### config.mk
export PLATFORM = sky130hd
export DESIGN_NAME = swu_ec_regs
export DESIGN_NICKNAME = d
export VERILOG_FILES = /design/src/include/swu_pkg.sv /design/src/rtl/swu_ec_regs.sv
export SDC_FILE = /design/constraint.sdc
export NUM_CORES = 1
export LEC_CHECK = 0
export ABC_AREA = 1
export BUFFER_PORTS_ARGS = -buffer_cell sky130_fd_sc_hd__buf_2
export CAP_MARGIN = 20
export CORE_MARGIN = 8
export CORE_UTILIZATION = 35
export CTS_BUF_LIST = sky130_fd_sc_hd__clkbuf_4 sky130_fd_sc_hd__clkbuf_8
export CTS_CLUSTER_SIZE = 30
export DETAILED_ROUTE_END_ITERATION = 10
export PLACE_DENSITY_LB_ADDON = 0.08
export SYNTH_ARGS = -nofsm -noshare
export SYNTH_HDL_FRONTEND = slang
export SYNTH_SLANG_ARGS = --single-unit
### constraint.sdc
create_clock -name clk -period 2.4 [get_ports clk]
set_input_delay 0.48 -clock clk [delete_from_list [all_inputs] [get_ports clk]]
set_output_delay 0.48 -clock clk [all_outputs]
set_load 0.005 [all_outputs]
### src/include/swu_pkg.sv
package swu_pkg;
    // Register indices; byte address on the bus is four times the index
    localparam logic [7:0] SWU_IDX_CTRL_ONE   = 8'h00;
    localparam logic [7:0] SWU_IDX_CTRL_TWO   = 8'h02;
    localparam logic [7:0] SWU_IDX_CTRL_THREE = 8'h04;
    localparam logic [7:0] SWU_IDX_BASE_LOW   = 8'h08;
    localparam logic [7:0] SWU_IDX_BASE_HIGH  = 8'h0A;
    localparam int         SWU_ADDR_W         = 12;
    localparam int         SWU_WORD_SHIFT     = 2;

    // First control/status register fields
    localparam int SWU_ONE_ROUTE_DIS = 7;
    localparam int SWU_ONE_CLR_MODE  = 5;
    localparam int SWU_ONE_LOCK      = 4;
    localparam int SWU_ONE_VALID     = 3;
    localparam int SWU_ONE_BUS_RST   = 2;
    localparam int SWU_ONE_MAIN_PWR  = 1;
    localparam int SWU_ONE_HOST_RST  = 0;

    // Second control/status register fields
    localparam int SWU_TWO_SUPPLY_OFF = 7;
    localparam int SWU_TWO_BTN_MODE   = 6;
    localparam int SWU_TWO_SLEEP_HI   = 5;
    localparam int SWU_TWO_SLEEP_LO   = 1;
    localparam int SWU_TWO_AWAKE      = 0;

    // Third control/status register fields
    localparam int SWU_THREE_RTC  = 2;
    localparam int SWU_THREE_PF   = 1;
    localparam int SWU_THREE_HOLD = 0;

    // Keyboard output data bits that feed the routed pins
    localparam int SWU_KDO_RST = 0;
    localparam int SWU_KDO_A20 = 1;

    // Reset values
    localparam logic       SWU_RST_ROUTE_DIS = 1'b1;
    localparam logic       SWU_RST_HOLD      = 1'b1;
    localparam logic [7:0] SWU_RST_BYTE      = 8'h00;
    localparam logic [4:0] SWU_SLEEP_NONE    = 5'h00;

    // AXI responses
    localparam logic [1:0] SWU_RESP_OKAY   = 2'h0;
    localparam logic [1:0] SWU_RESP_SLVERR = 2'h2;

    // Pin synchroniser lanes
    localparam int SWU_SYNC_W       = 4;
    localparam int SWU_SYNC_BUS_RST = 0;
    localparam int SWU_SYNC_PWR     = 1;
    localparam int SWU_SYNC_PD      = 2;
    localparam int SWU_SYNC_RTC     = 3;
    localparam logic [3:0] SWU_SYNC_IDLE = 4'h5;
endpackage

### src/rtl/swu_ec_regs.sv
// What this block does
// Standby power-up resets reg one bits 7 to 3, route bit to one; warm clears bit0
// Route bit set by default disables kbd data routing
// Bit five selects software event clear mode
// Lock freezes base address and itself
// Valid sets on high byte write, W1C
// Bit two shows bus reset active
// Bit one shows main power on
// Host reset bit drives keyboard reset active
// Reg two cleared by standby or bus reset
// Supply-off change flag, write one clears
// Button-mode change flag, write one clears
// Sleep request flags mirror host, W1C
// Awake flag sets on all-zero host request
// Reg three reset only by battery power-up, hold bit to one
// RTC alarm flag sets on alarm, W1C
// Power-fail bit forces reset and A20 low
// Hold bit keeps keyboard reset during bus cycles
// Hold bit writes ignored while locked
// Base low byte, read/write, resets zero
// Base high byte, read/write
// Host sets sleep request bits to ask sleep
// W1C touches ones only; reserved reads zero
//
// Our own choice: the AXI4-Lite interface to the registers.
`timescale 1ns/1ps
module swu_ec_regs
    import swu_pkg::*;
(
    input  wire logic                  clk,
    input  wire logic                  sys_rst,
    input  wire logic [SWU_ADDR_W-1:0] s_axi_awaddr,
    input  wire logic                  s_axi_awvalid,
    output logic                       s_axi_awready,
    input  wire logic [31:0]           s_axi_wdata,
    input  wire logic [3:0]            s_axi_wstrb,
    input  wire logic                  s_axi_wvalid,
    output logic                       s_axi_wready,
    output logic [1:0]                 s_axi_bresp,
    output logic                       s_axi_bvalid,
    input  wire logic                  s_axi_bready,
    input  wire logic [SWU_ADDR_W-1:0] s_axi_araddr,
    input  wire logic                  s_axi_arvalid,
    output logic                       s_axi_arready,
    output logic [31:0]                s_axi_rdata,
    output logic [1:0]                 s_axi_rresp,
    output logic                       s_axi_rvalid,
    input  wire logic                  s_axi_rready,
    input  wire logic                  standbyPorRst,
    input  wire logic                  warmRst,
    input  wire logic                  watchdogRst,
    input  wire logic                  batteryPorRst,
    input  wire logic                  standbyRstBusy,
    input  wire logic                  busCycleActive,
    input  wire logic                  bus_reset_in_n,
    input  wire logic                  mainPowerOn,
    input  wire logic                  busPowerDown_n,
    input  wire logic                  rtcAlarm,
    input  wire logic                  supply_off_bit,
    input  wire logic                  button_mode_bit,
    input  wire logic                  hostAcpiWrite,
    input  wire logic [4:0]            hostAcpiData,
    input  wire logic [1:0]            kbd_output_data_reg,
    input  wire logic                  gateA20Default,
    output logic                       keyboard_reset_out_n,
    output logic                       gate_a20_out,
    output logic                       sw_event_clear_mode,
    output logic [15:0]                hostCfgBase,
    output logic                       hostCfgValid
);

    // Register index decode, shared by read and write paths
    function automatic logic [7:0] regIndex(input logic [SWU_ADDR_W-1:0] a);
        regIndex = a[SWU_WORD_SHIFT +: 8];
    endfunction

    function automatic logic isMapped(input logic [7:0] idx);
        isMapped = (idx == SWU_IDX_CTRL_ONE) || (idx == SWU_IDX_CTRL_TWO)
                || (idx == SWU_IDX_CTRL_THREE) || (idx == SWU_IDX_BASE_LOW)
                || (idx == SWU_IDX_BASE_HIGH);
    endfunction

    // Pin synchronisers; first stage feeds only the second
    logic [SWU_SYNC_W-1:0] syncOne;
    logic [SWU_SYNC_W-1:0] syncTwo;
    logic                  rtcPrev;
    logic                  busRstActive;
    logic                  powerDownActive;
    logic                  rtcRise;

    always_ff @(posedge clk)
    begin
        if (sys_rst)
        begin
            syncOne <= SWU_SYNC_IDLE;
            syncTwo <= SWU_SYNC_IDLE;
            rtcPrev <= 1'b0;
        end
        else
        begin
            syncOne <= {rtcAlarm, busPowerDown_n, mainPowerOn, bus_reset_in_n};
            syncTwo <= syncOne;
            rtcPrev <= syncTwo[SWU_SYNC_RTC];
        end
    end

    assign busRstActive    = !syncTwo[SWU_SYNC_BUS_RST];
    assign powerDownActive = !syncTwo[SWU_SYNC_PD];
    assign rtcRise         = syncTwo[SWU_SYNC_RTC] && !rtcPrev;

    // Bus slave state
    logic                  awHeld;
    logic                  wHeld;
    logic [SWU_ADDR_W-1:0] awAddr;
    logic [31:0]           wData;
    logic [3:0]            wStrb;
    logic                  next_awHeld;
    logic                  next_wHeld;
    logic [SWU_ADDR_W-1:0] next_awAddr;
    logic [31:0]           next_wData;
    logic [3:0]            next_wStrb;
    logic                  next_bvalid;
    logic [1:0]            next_bresp;
    logic                  next_arready;
    logic                  next_rvalid;
    logic [31:0]           next_rdata;
    logic [1:0]            next_rresp;
    logic                  wrFire;
    logic [7:0]            wrIdx;
    logic [7:0]            wrByte;
    logic                  wrLane;

    // Register state
    logic       routeDis;
    logic       clrMode;
    logic       addrLock;
    logic       addrValid;
    logic       hostRst;
    logic [7:0] regTwo;
    logic       rtcFlag;
    logic       pfForce;
    logic       holdRst;
    logic [7:0] baseLow;
    logic [7:0] baseHigh;
    logic       supplyPrev;
    logic       buttonPrev;
    logic       next_routeDis;
    logic       next_clrMode;
    logic       next_addrLock;
    logic       next_addrValid;
    logic       next_hostRst;
    logic [7:0] next_regTwo;
    logic       next_rtcFlag;
    logic       next_pfForce;
    logic       next_holdRst;
    logic [7:0] next_baseLow;
    logic [7:0] next_baseHigh;
    logic       next_kbrstN;
    logic       next_a20;

    // Composed read value of one register; reserved bits read zero
    function automatic logic [7:0] readReg(input logic [7:0] idx);
        readReg = SWU_RST_BYTE;
        unique case (idx)
            SWU_IDX_CTRL_ONE:
            begin
                readReg[SWU_ONE_ROUTE_DIS] = routeDis;
                readReg[SWU_ONE_CLR_MODE]  = clrMode;
                readReg[SWU_ONE_LOCK]      = addrLock;
                readReg[SWU_ONE_VALID]     = addrValid;
                readReg[SWU_ONE_BUS_RST]   = busRstActive;
                readReg[SWU_ONE_MAIN_PWR]  = syncTwo[SWU_SYNC_PWR];
                readReg[SWU_ONE_HOST_RST]  = hostRst;
            end
            SWU_IDX_CTRL_TWO:
                readReg = regTwo;
            SWU_IDX_CTRL_THREE:
            begin
                readReg[SWU_THREE_RTC]  = rtcFlag;
                readReg[SWU_THREE_PF]   = pfForce;
                readReg[SWU_THREE_HOLD] = holdRst;
            end
            SWU_IDX_BASE_LOW:
                readReg = baseLow;
            SWU_IDX_BASE_HIGH:
                readReg = baseHigh;
            default:
                readReg = SWU_RST_BYTE;
        endcase
    endfunction

    assign wrFire = awHeld && wHeld && !s_axi_bvalid;
    assign wrIdx  = regIndex(awAddr);
    assign wrByte = wData[7:0];
    assign wrLane = wrFire && wStrb[0];

    // Address and data are taken independently; the answer waits for both
    always_comb
    begin
        next_awHeld  = awHeld;
        next_wHeld   = wHeld;
        next_awAddr  = awAddr;
        next_wData   = wData;
        next_wStrb   = wStrb;
        next_bvalid  = s_axi_bvalid;
        next_bresp   = s_axi_bresp;
        next_arready = s_axi_arready;
        next_rvalid  = s_axi_rvalid;
        next_rdata   = s_axi_rdata;
        next_rresp   = s_axi_rresp;
        if (s_axi_awvalid && s_axi_awready)
        begin
            next_awHeld = 1'b1;
            next_awAddr = s_axi_awaddr;
        end
        if (s_axi_wvalid && s_axi_wready)
        begin
            next_wHeld = 1'b1;
            next_wData = s_axi_wdata;
            next_wStrb = s_axi_wstrb;
        end
        if (wrFire)
        begin
            next_awHeld = 1'b0;
            next_wHeld  = 1'b0;
            next_bvalid = 1'b1;
            next_bresp  = isMapped(wrIdx) ? SWU_RESP_OKAY : SWU_RESP_SLVERR;
        end
        else if (s_axi_bvalid && s_axi_bready)
            next_bvalid = 1'b0;
        if (s_axi_arvalid && s_axi_arready)
        begin
            next_arready = 1'b0;
            next_rvalid  = 1'b1;
            next_rdata   = {24'h000000, readReg(regIndex(s_axi_araddr))};
            next_rresp   = isMapped(regIndex(s_axi_araddr)) ? SWU_RESP_OKAY
                                                           : SWU_RESP_SLVERR;
        end
        else if (s_axi_rvalid && s_axi_rready)
        begin
            next_rvalid  = 1'b0;
            next_arready = 1'b1;
        end
    end

    // Ready is held low while a beat is parked, so one write is open at a time
    always_ff @(posedge clk)
    begin
        if (sys_rst)
        begin
            awHeld        <= 1'b0;
            wHeld         <= 1'b0;
            awAddr        <= '0;
            wData         <= 32'h00000000;
            wStrb         <= 4'h0;
            s_axi_awready <= 1'b0;
            s_axi_wready  <= 1'b0;
            s_axi_bvalid  <= 1'b0;
            s_axi_bresp   <= SWU_RESP_OKAY;
            s_axi_arready <= 1'b1;
            s_axi_rvalid  <= 1'b0;
            s_axi_rdata   <= 32'h00000000;
            s_axi_rresp   <= SWU_RESP_OKAY;
        end
        else
        begin
            awHeld        <= next_awHeld;
            wHeld         <= next_wHeld;
            awAddr        <= next_awAddr;
            wData         <= next_wData;
            wStrb         <= next_wStrb;
            s_axi_awready <= !next_awHeld && !next_bvalid;
            s_axi_wready  <= !next_wHeld && !next_bvalid;
            s_axi_bvalid  <= next_bvalid;
            s_axi_bresp   <= next_bresp;
            s_axi_arready <= next_arready;
            s_axi_rvalid  <= next_rvalid;
            s_axi_rdata   <= next_rdata;
            s_axi_rresp   <= next_rresp;
        end
    end

    // Register updates: W1C clears, then hardware sets over them, then domain resets last so they win
    always_comb
    begin
        next_routeDis  = routeDis;
        next_clrMode   = clrMode;
        next_addrLock  = addrLock;
        next_addrValid = addrValid;
        next_hostRst   = hostRst;
        next_regTwo    = regTwo;
        next_rtcFlag   = rtcFlag;
        next_pfForce   = pfForce;
        next_holdRst   = holdRst;
        next_baseLow   = baseLow;
        next_baseHigh  = baseHigh;
        if (wrLane && wrIdx == SWU_IDX_CTRL_ONE)
        begin
            next_routeDis = wrByte[SWU_ONE_ROUTE_DIS];
            next_clrMode  = wrByte[SWU_ONE_CLR_MODE];
            next_addrLock = addrLock | wrByte[SWU_ONE_LOCK];
            next_hostRst  = wrByte[SWU_ONE_HOST_RST];
            if (wrByte[SWU_ONE_VALID])
                next_addrValid = 1'b0;
        end
        if (wrLane && wrIdx == SWU_IDX_CTRL_TWO)
            next_regTwo = regTwo & ~wrByte;
        if (wrLane && wrIdx == SWU_IDX_CTRL_THREE)
        begin
            next_pfForce = wrByte[SWU_THREE_PF];
            if (!addrLock)
                next_holdRst = wrByte[SWU_THREE_HOLD];
            if (wrByte[SWU_THREE_RTC])
                next_rtcFlag = 1'b0;
        end
        // Lock freezes the base address; writes are quietly dropped
        if (wrLane && !addrLock && wrIdx == SWU_IDX_BASE_LOW)
            next_baseLow = wrByte;
        if (wrLane && !addrLock && wrIdx == SWU_IDX_BASE_HIGH)
            next_baseHigh = wrByte;
        // Hardware sets, placed after the clears so they win
        if (wrLane && wrIdx == SWU_IDX_BASE_HIGH)
            next_addrValid = 1'b1;
        if (supply_off_bit != supplyPrev)
            next_regTwo[SWU_TWO_SUPPLY_OFF] = 1'b1;
        if (button_mode_bit != buttonPrev)
            next_regTwo[SWU_TWO_BTN_MODE] = 1'b1;
        if (hostAcpiWrite)
        begin
            next_regTwo[SWU_TWO_SLEEP_HI:SWU_TWO_SLEEP_LO] =
                next_regTwo[SWU_TWO_SLEEP_HI:SWU_TWO_SLEEP_LO] | hostAcpiData;
            if (hostAcpiData == SWU_SLEEP_NONE)
                next_regTwo[SWU_TWO_AWAKE] = 1'b1;
        end
        if (rtcRise)
            next_rtcFlag = 1'b1;
        // Domain resets, each touching only its own bits
        if (standbyPorRst)
        begin
            next_routeDis  = SWU_RST_ROUTE_DIS;
            next_clrMode   = 1'b0;
            next_addrValid = 1'b0;
            next_baseLow   = SWU_RST_BYTE;
            next_baseHigh  = SWU_RST_BYTE;
        end
        if (standbyPorRst || watchdogRst)
            next_addrLock = 1'b0;
        if (warmRst)
            next_hostRst = 1'b0;
        if (standbyPorRst || busRstActive)
            next_regTwo = SWU_RST_BYTE;
        if (batteryPorRst)
        begin
            next_rtcFlag = 1'b0;
            next_pfForce = 1'b0;
            next_holdRst = SWU_RST_HOLD;
        end
    end

    // Pin drive; power-fail forcing overrides every other source
    always_comb
    begin
        next_kbrstN = 1'b1;
        if (hostRst)
            next_kbrstN = 1'b0;
        if (!routeDis && !kbd_output_data_reg[SWU_KDO_RST])
            next_kbrstN = 1'b0;
        if (holdRst && standbyRstBusy && busCycleActive)
            next_kbrstN = 1'b0;
        next_a20 = routeDis ? gateA20Default : kbd_output_data_reg[SWU_KDO_A20];
        if (pfForce && powerDownActive)
        begin
            next_kbrstN = 1'b0;
            next_a20    = 1'b0;
        end
    end

    always_ff @(posedge clk)
    begin
        if (sys_rst)
        begin
            routeDis             <= SWU_RST_ROUTE_DIS;
            clrMode              <= 1'b0;
            addrLock             <= 1'b0;
            addrValid            <= 1'b0;
            hostRst              <= 1'b0;
            regTwo               <= SWU_RST_BYTE;
            rtcFlag              <= 1'b0;
            pfForce              <= 1'b0;
            holdRst              <= SWU_RST_HOLD;
            baseLow              <= SWU_RST_BYTE;
            baseHigh             <= SWU_RST_BYTE;
            supplyPrev           <= 1'b0;
            buttonPrev           <= 1'b0;
            keyboard_reset_out_n <= 1'b1;
            gate_a20_out         <= 1'b0;
            sw_event_clear_mode  <= 1'b0;
            hostCfgBase          <= 16'h0000;
            hostCfgValid         <= 1'b0;
        end
        else
        begin
            routeDis             <= next_routeDis;
            clrMode              <= next_clrMode;
            addrLock             <= next_addrLock;
            addrValid            <= next_addrValid;
            hostRst              <= next_hostRst;
            regTwo               <= next_regTwo;
            rtcFlag              <= next_rtcFlag;
            pfForce              <= next_pfForce;
            holdRst              <= next_holdRst;
            baseLow              <= next_baseLow;
            baseHigh             <= next_baseHigh;
            supplyPrev           <= supply_off_bit;
            buttonPrev           <= button_mode_bit;
            keyboard_reset_out_n <= next_kbrstN;
            gate_a20_out         <= next_a20;
            sw_event_clear_mode  <= next_clrMode;
            hostCfgBase          <= {next_baseHigh, next_baseLow};
            hostCfgValid         <= next_addrValid;
        end
    end
endmodule // swu_ec_regs

==> results.toml <==
[run_status]
status = "finished clean"

[drt]
drc = 0
num_vias = 3182
wl_per_cell_um = 14.3
via_per_inst = 4.57
drt-initial-drc-count = 172
ant_nets = 0
first_pass_iters = 4
wl_um = 9990

[sta]
clock_skew_ns = 0.0109
max_freq_mhz = 652
finalMaxSlewViolations = 0
report.final.hold_viol_count = 0
rsz0062_at_grt = "no"
fin_tns_setup_ns = 0
final.setup.worst_slack_ns = 0.866
tightestPinTransition_ns = 0.670
finalCritPeriodShare_pct = 63.9
period_minus_slack_ns = 1.53
setup_viol = 0
max_slew_margin_pct = 55.3

[clocking]
clock_path_buffers = 2
cts_resized = 0
numClockSinks = 79
cts_buffers = 9
postCtsSetupBuffers = 0
worstSkewPairLatency_ns = 0.35
cts.reportedPaths.clkPinSlew_ns = 0.08
h-tree-depth = 3
postCtsHoldBufs = 0
clockRootBuffer = "clkbuf_8"
cts_tree = "built"

[critical_path]
startpoint_type = "flop"
rr_worst_depth = 6
path_class = "flop to flop"
r2r-start = "awAddr[6]"
cp.required_ns = 2.65
startpoint = "awAddr[6]"
reg2reg_slack_ns = 0.87
cp_data_arrival_time_ns = 1.78
crit_end = "hostCfgBase[8]"
crit_top_cell = "nor2_1"
r2r-end = "hostCfgBase[8]"
cpPeakStageDelay_ns = 0.49
crit_path_end_kind = "flop"
crit_chain = "nor2_1 > nand2_1 > nor2_2 > nand2_4 > o21ai_1 > nor2_1"
cp_max_fo = 11
crit_slowest_cell = "nor2_2"

[yosys]
synth_seq_cells = 79
syn_inst = 471
synth_edf_count = 0
syn_area_um2 = 3470
ys_types = 33
ys.flop_type = "dfxtp_1"
async_flop_share_pct = 0
ys.warnings.count = 0
avgSynthCellArea_um2 = 7.36
seq_area_frac_synth_pct = 45.6

[die]
ioPinCount = 149
num_rows = 36
core_area_um2 = 9680
start_util_pct = 35.8
die_w_um = 116
dieArea_um2 = 13400
die_h_um = 116

[global_routing]
grt_first_pass_wirelength_um = 15600
gr-total-overflow = 0
antenna_found_initial = 0
grt_pass1_vias = 3124
grtUsageTotal_pct = 15.2
grt_max_degree = 26

[placement]
pre_cts_ws_ns = 0.610
hpwlAfterDp_um = 7670
port-buffer-count = 87
gp_congestion = 0.866

[layout]
drive_gt1_share_pct = 22.9
layout.nets = 647
syn_to_final_growth_pct = 18.4
fin_util_pct = 42.4
fillCellCount = 1084
num_antenna_cells = 0

[worst_hold_path]
hold_path_depth = 2
hold_class = "primary input to flop"

[pwr]
power_density_nw_per_um2 = 617
vdd_ir_drop_max_mv = 0.285
p_leak_uw = 0.00187

[flow_run]
cap_violations = 0
-- placed cells by master (no fill, tap or decap), types with 2 or more instances in the layout --
cell      netlist  routed
o211ai_1        2       2
clkbuf_8        0       9
nor2_1         76      76
clkbuf_4        0       2
nor3_2          4       4
nor4_1          3       3
inv_1          31      31
or2_2           5       5
dfxtp_1        79      79
nor2_2          4       4
o21bai_1        3       3
buf_2           3      87
clkinv_2        1       4
nor3_1          6       6
nand3_1        40      40
nand2_4         2       2
inv_2           3       3
xnor2_1         2       2
a21oi_1        37      37
buf_4          27       4
o21ai_0        31      31
conb_1          1      26
o21ai_1        10      10
clkinv_1        2       2
nand2_1        81      81
-- report_power, final --
| part | internal (µW) | switching [µW] |
|---|---|---|
| registers | 1360 | 39.9 |
| logic | 101 | 167 |
| clock network | 390 | 472 |
| total | 1850 | 679 |
-- stage by stage --
stage / cells / power (µW) / hold slack [ns] / cell area (µm²)
after floorplan: 496 / 1610 / 0.388 / 3560
after global placement: 681 / 1700 / 0.394 / 3940
after detailed placement: 681 / 1700 / 0.393 / 3940
after CTS: 696 / 2580 / 0.289 / 4110
after global routing: 696 / 2680 / 0.283 / 4110
final: 696 / 2530 / 0.311 / 4110
-- state kept, by name, summed over array words and instances (netlist names), 4 cells and up --
| signal | flops |
|---|---|
| regTwo | 8 |
| hostCfgBase | 16 |
| s_axi_rdata | 8 |
| syncTwo | 4 |
| wData | 8 |
| awAddr | 8 |
| syncOne | 4 |
-- how the worst min path moves through the flow --
stage                   start         end  slack, ns
6_report       busPowerDown_n  syncOne[2]       0.31
5_1_grt           watchdogRst    addrLock       0.28
4_1_cts        busPowerDown_n  syncOne[2]       0.29
3_5_place_dp       syncOne[1]  syncTwo[1]       0.39
3_3_place_gp       syncOne[3]  syncTwo[3]       0.39
2_1_floorplan      syncOne[1]  syncTwo[1]       0.39
-- worst max-delay path: cells and delay by family (launching register included) --
kind             cells  cell delay [ns]
AND/OR/NAND/NOR      5             0.97
flip-flops           1             0.31
AO/OA/AOI/OAI        1             0.16
-- kinds of logic (layout without fill, tap and decap cells) --
kind of cell | count (synthesis) | in the layout | synth area share, %
simple gates | 227 | 227 | 29.5
mux | 1 | 1 | 0.289
compound gates | 85 | 85 | 12.7
xor+xnor | 2 | 2 | 0.505
buf+inv | 76 | 143 | 11.3
other cells | 1 | 26 | 0.108
flops | 79 | 79 | 45.6
-- synthesized netlist by cell type (all sizes together), types with 2 or more instances --
cell type / count / area share [%]
buf: 30 / 6.3
nand3: 41 / 6.3
dfxtp: 79 / 46
nor3: 11 / 2.5
o21ai: 41 / 5.9
or2: 6 / 1.1
clkbuf: 9 / 0.97
o211ai: 2 / 0.43
nand2: 84 / 9.6
inv: 34 / 3.7
nor2: 81 / 9.3
a21oi: 37 / 5.3
xnor2: 2 / 0.51
clkinv: 3 / 0.36
nor4: 3 / 0.54
o21bai: 3 / 0.65
-- metal layers --
layer / vias up / share of wire (%) / global-route usage (%) / wire (µm)
met5: - / 0 / 0 / 0
met4: 0 / 1.0 / 3.94 / 102
met3: 7 / 7.2 / 4.43 / 714
met2: 96 / 48 / 26.3 / 4830
met1: 1425 / 43 / 17.9 / 4340
li1: 1654 / - / - / -
-- final cells by class --
cell class | instances | area [µm²] | share of cell area (%)
Tap cell | 133 | 166 | 4.05
Timing Repair Buffer | 91 | 465 | 11.3
Clock buffer | 11 | 139 | 3.38
Sequential cell | 79 | 1580 | 38.5
Clock inverter | 4 | 23.8 | 0.579
Multi-Input combinational cell | 341 | 1590 | 38.7
Inverter | 37 | 140 | 3.41
Power figures use the tool's default switching activity.
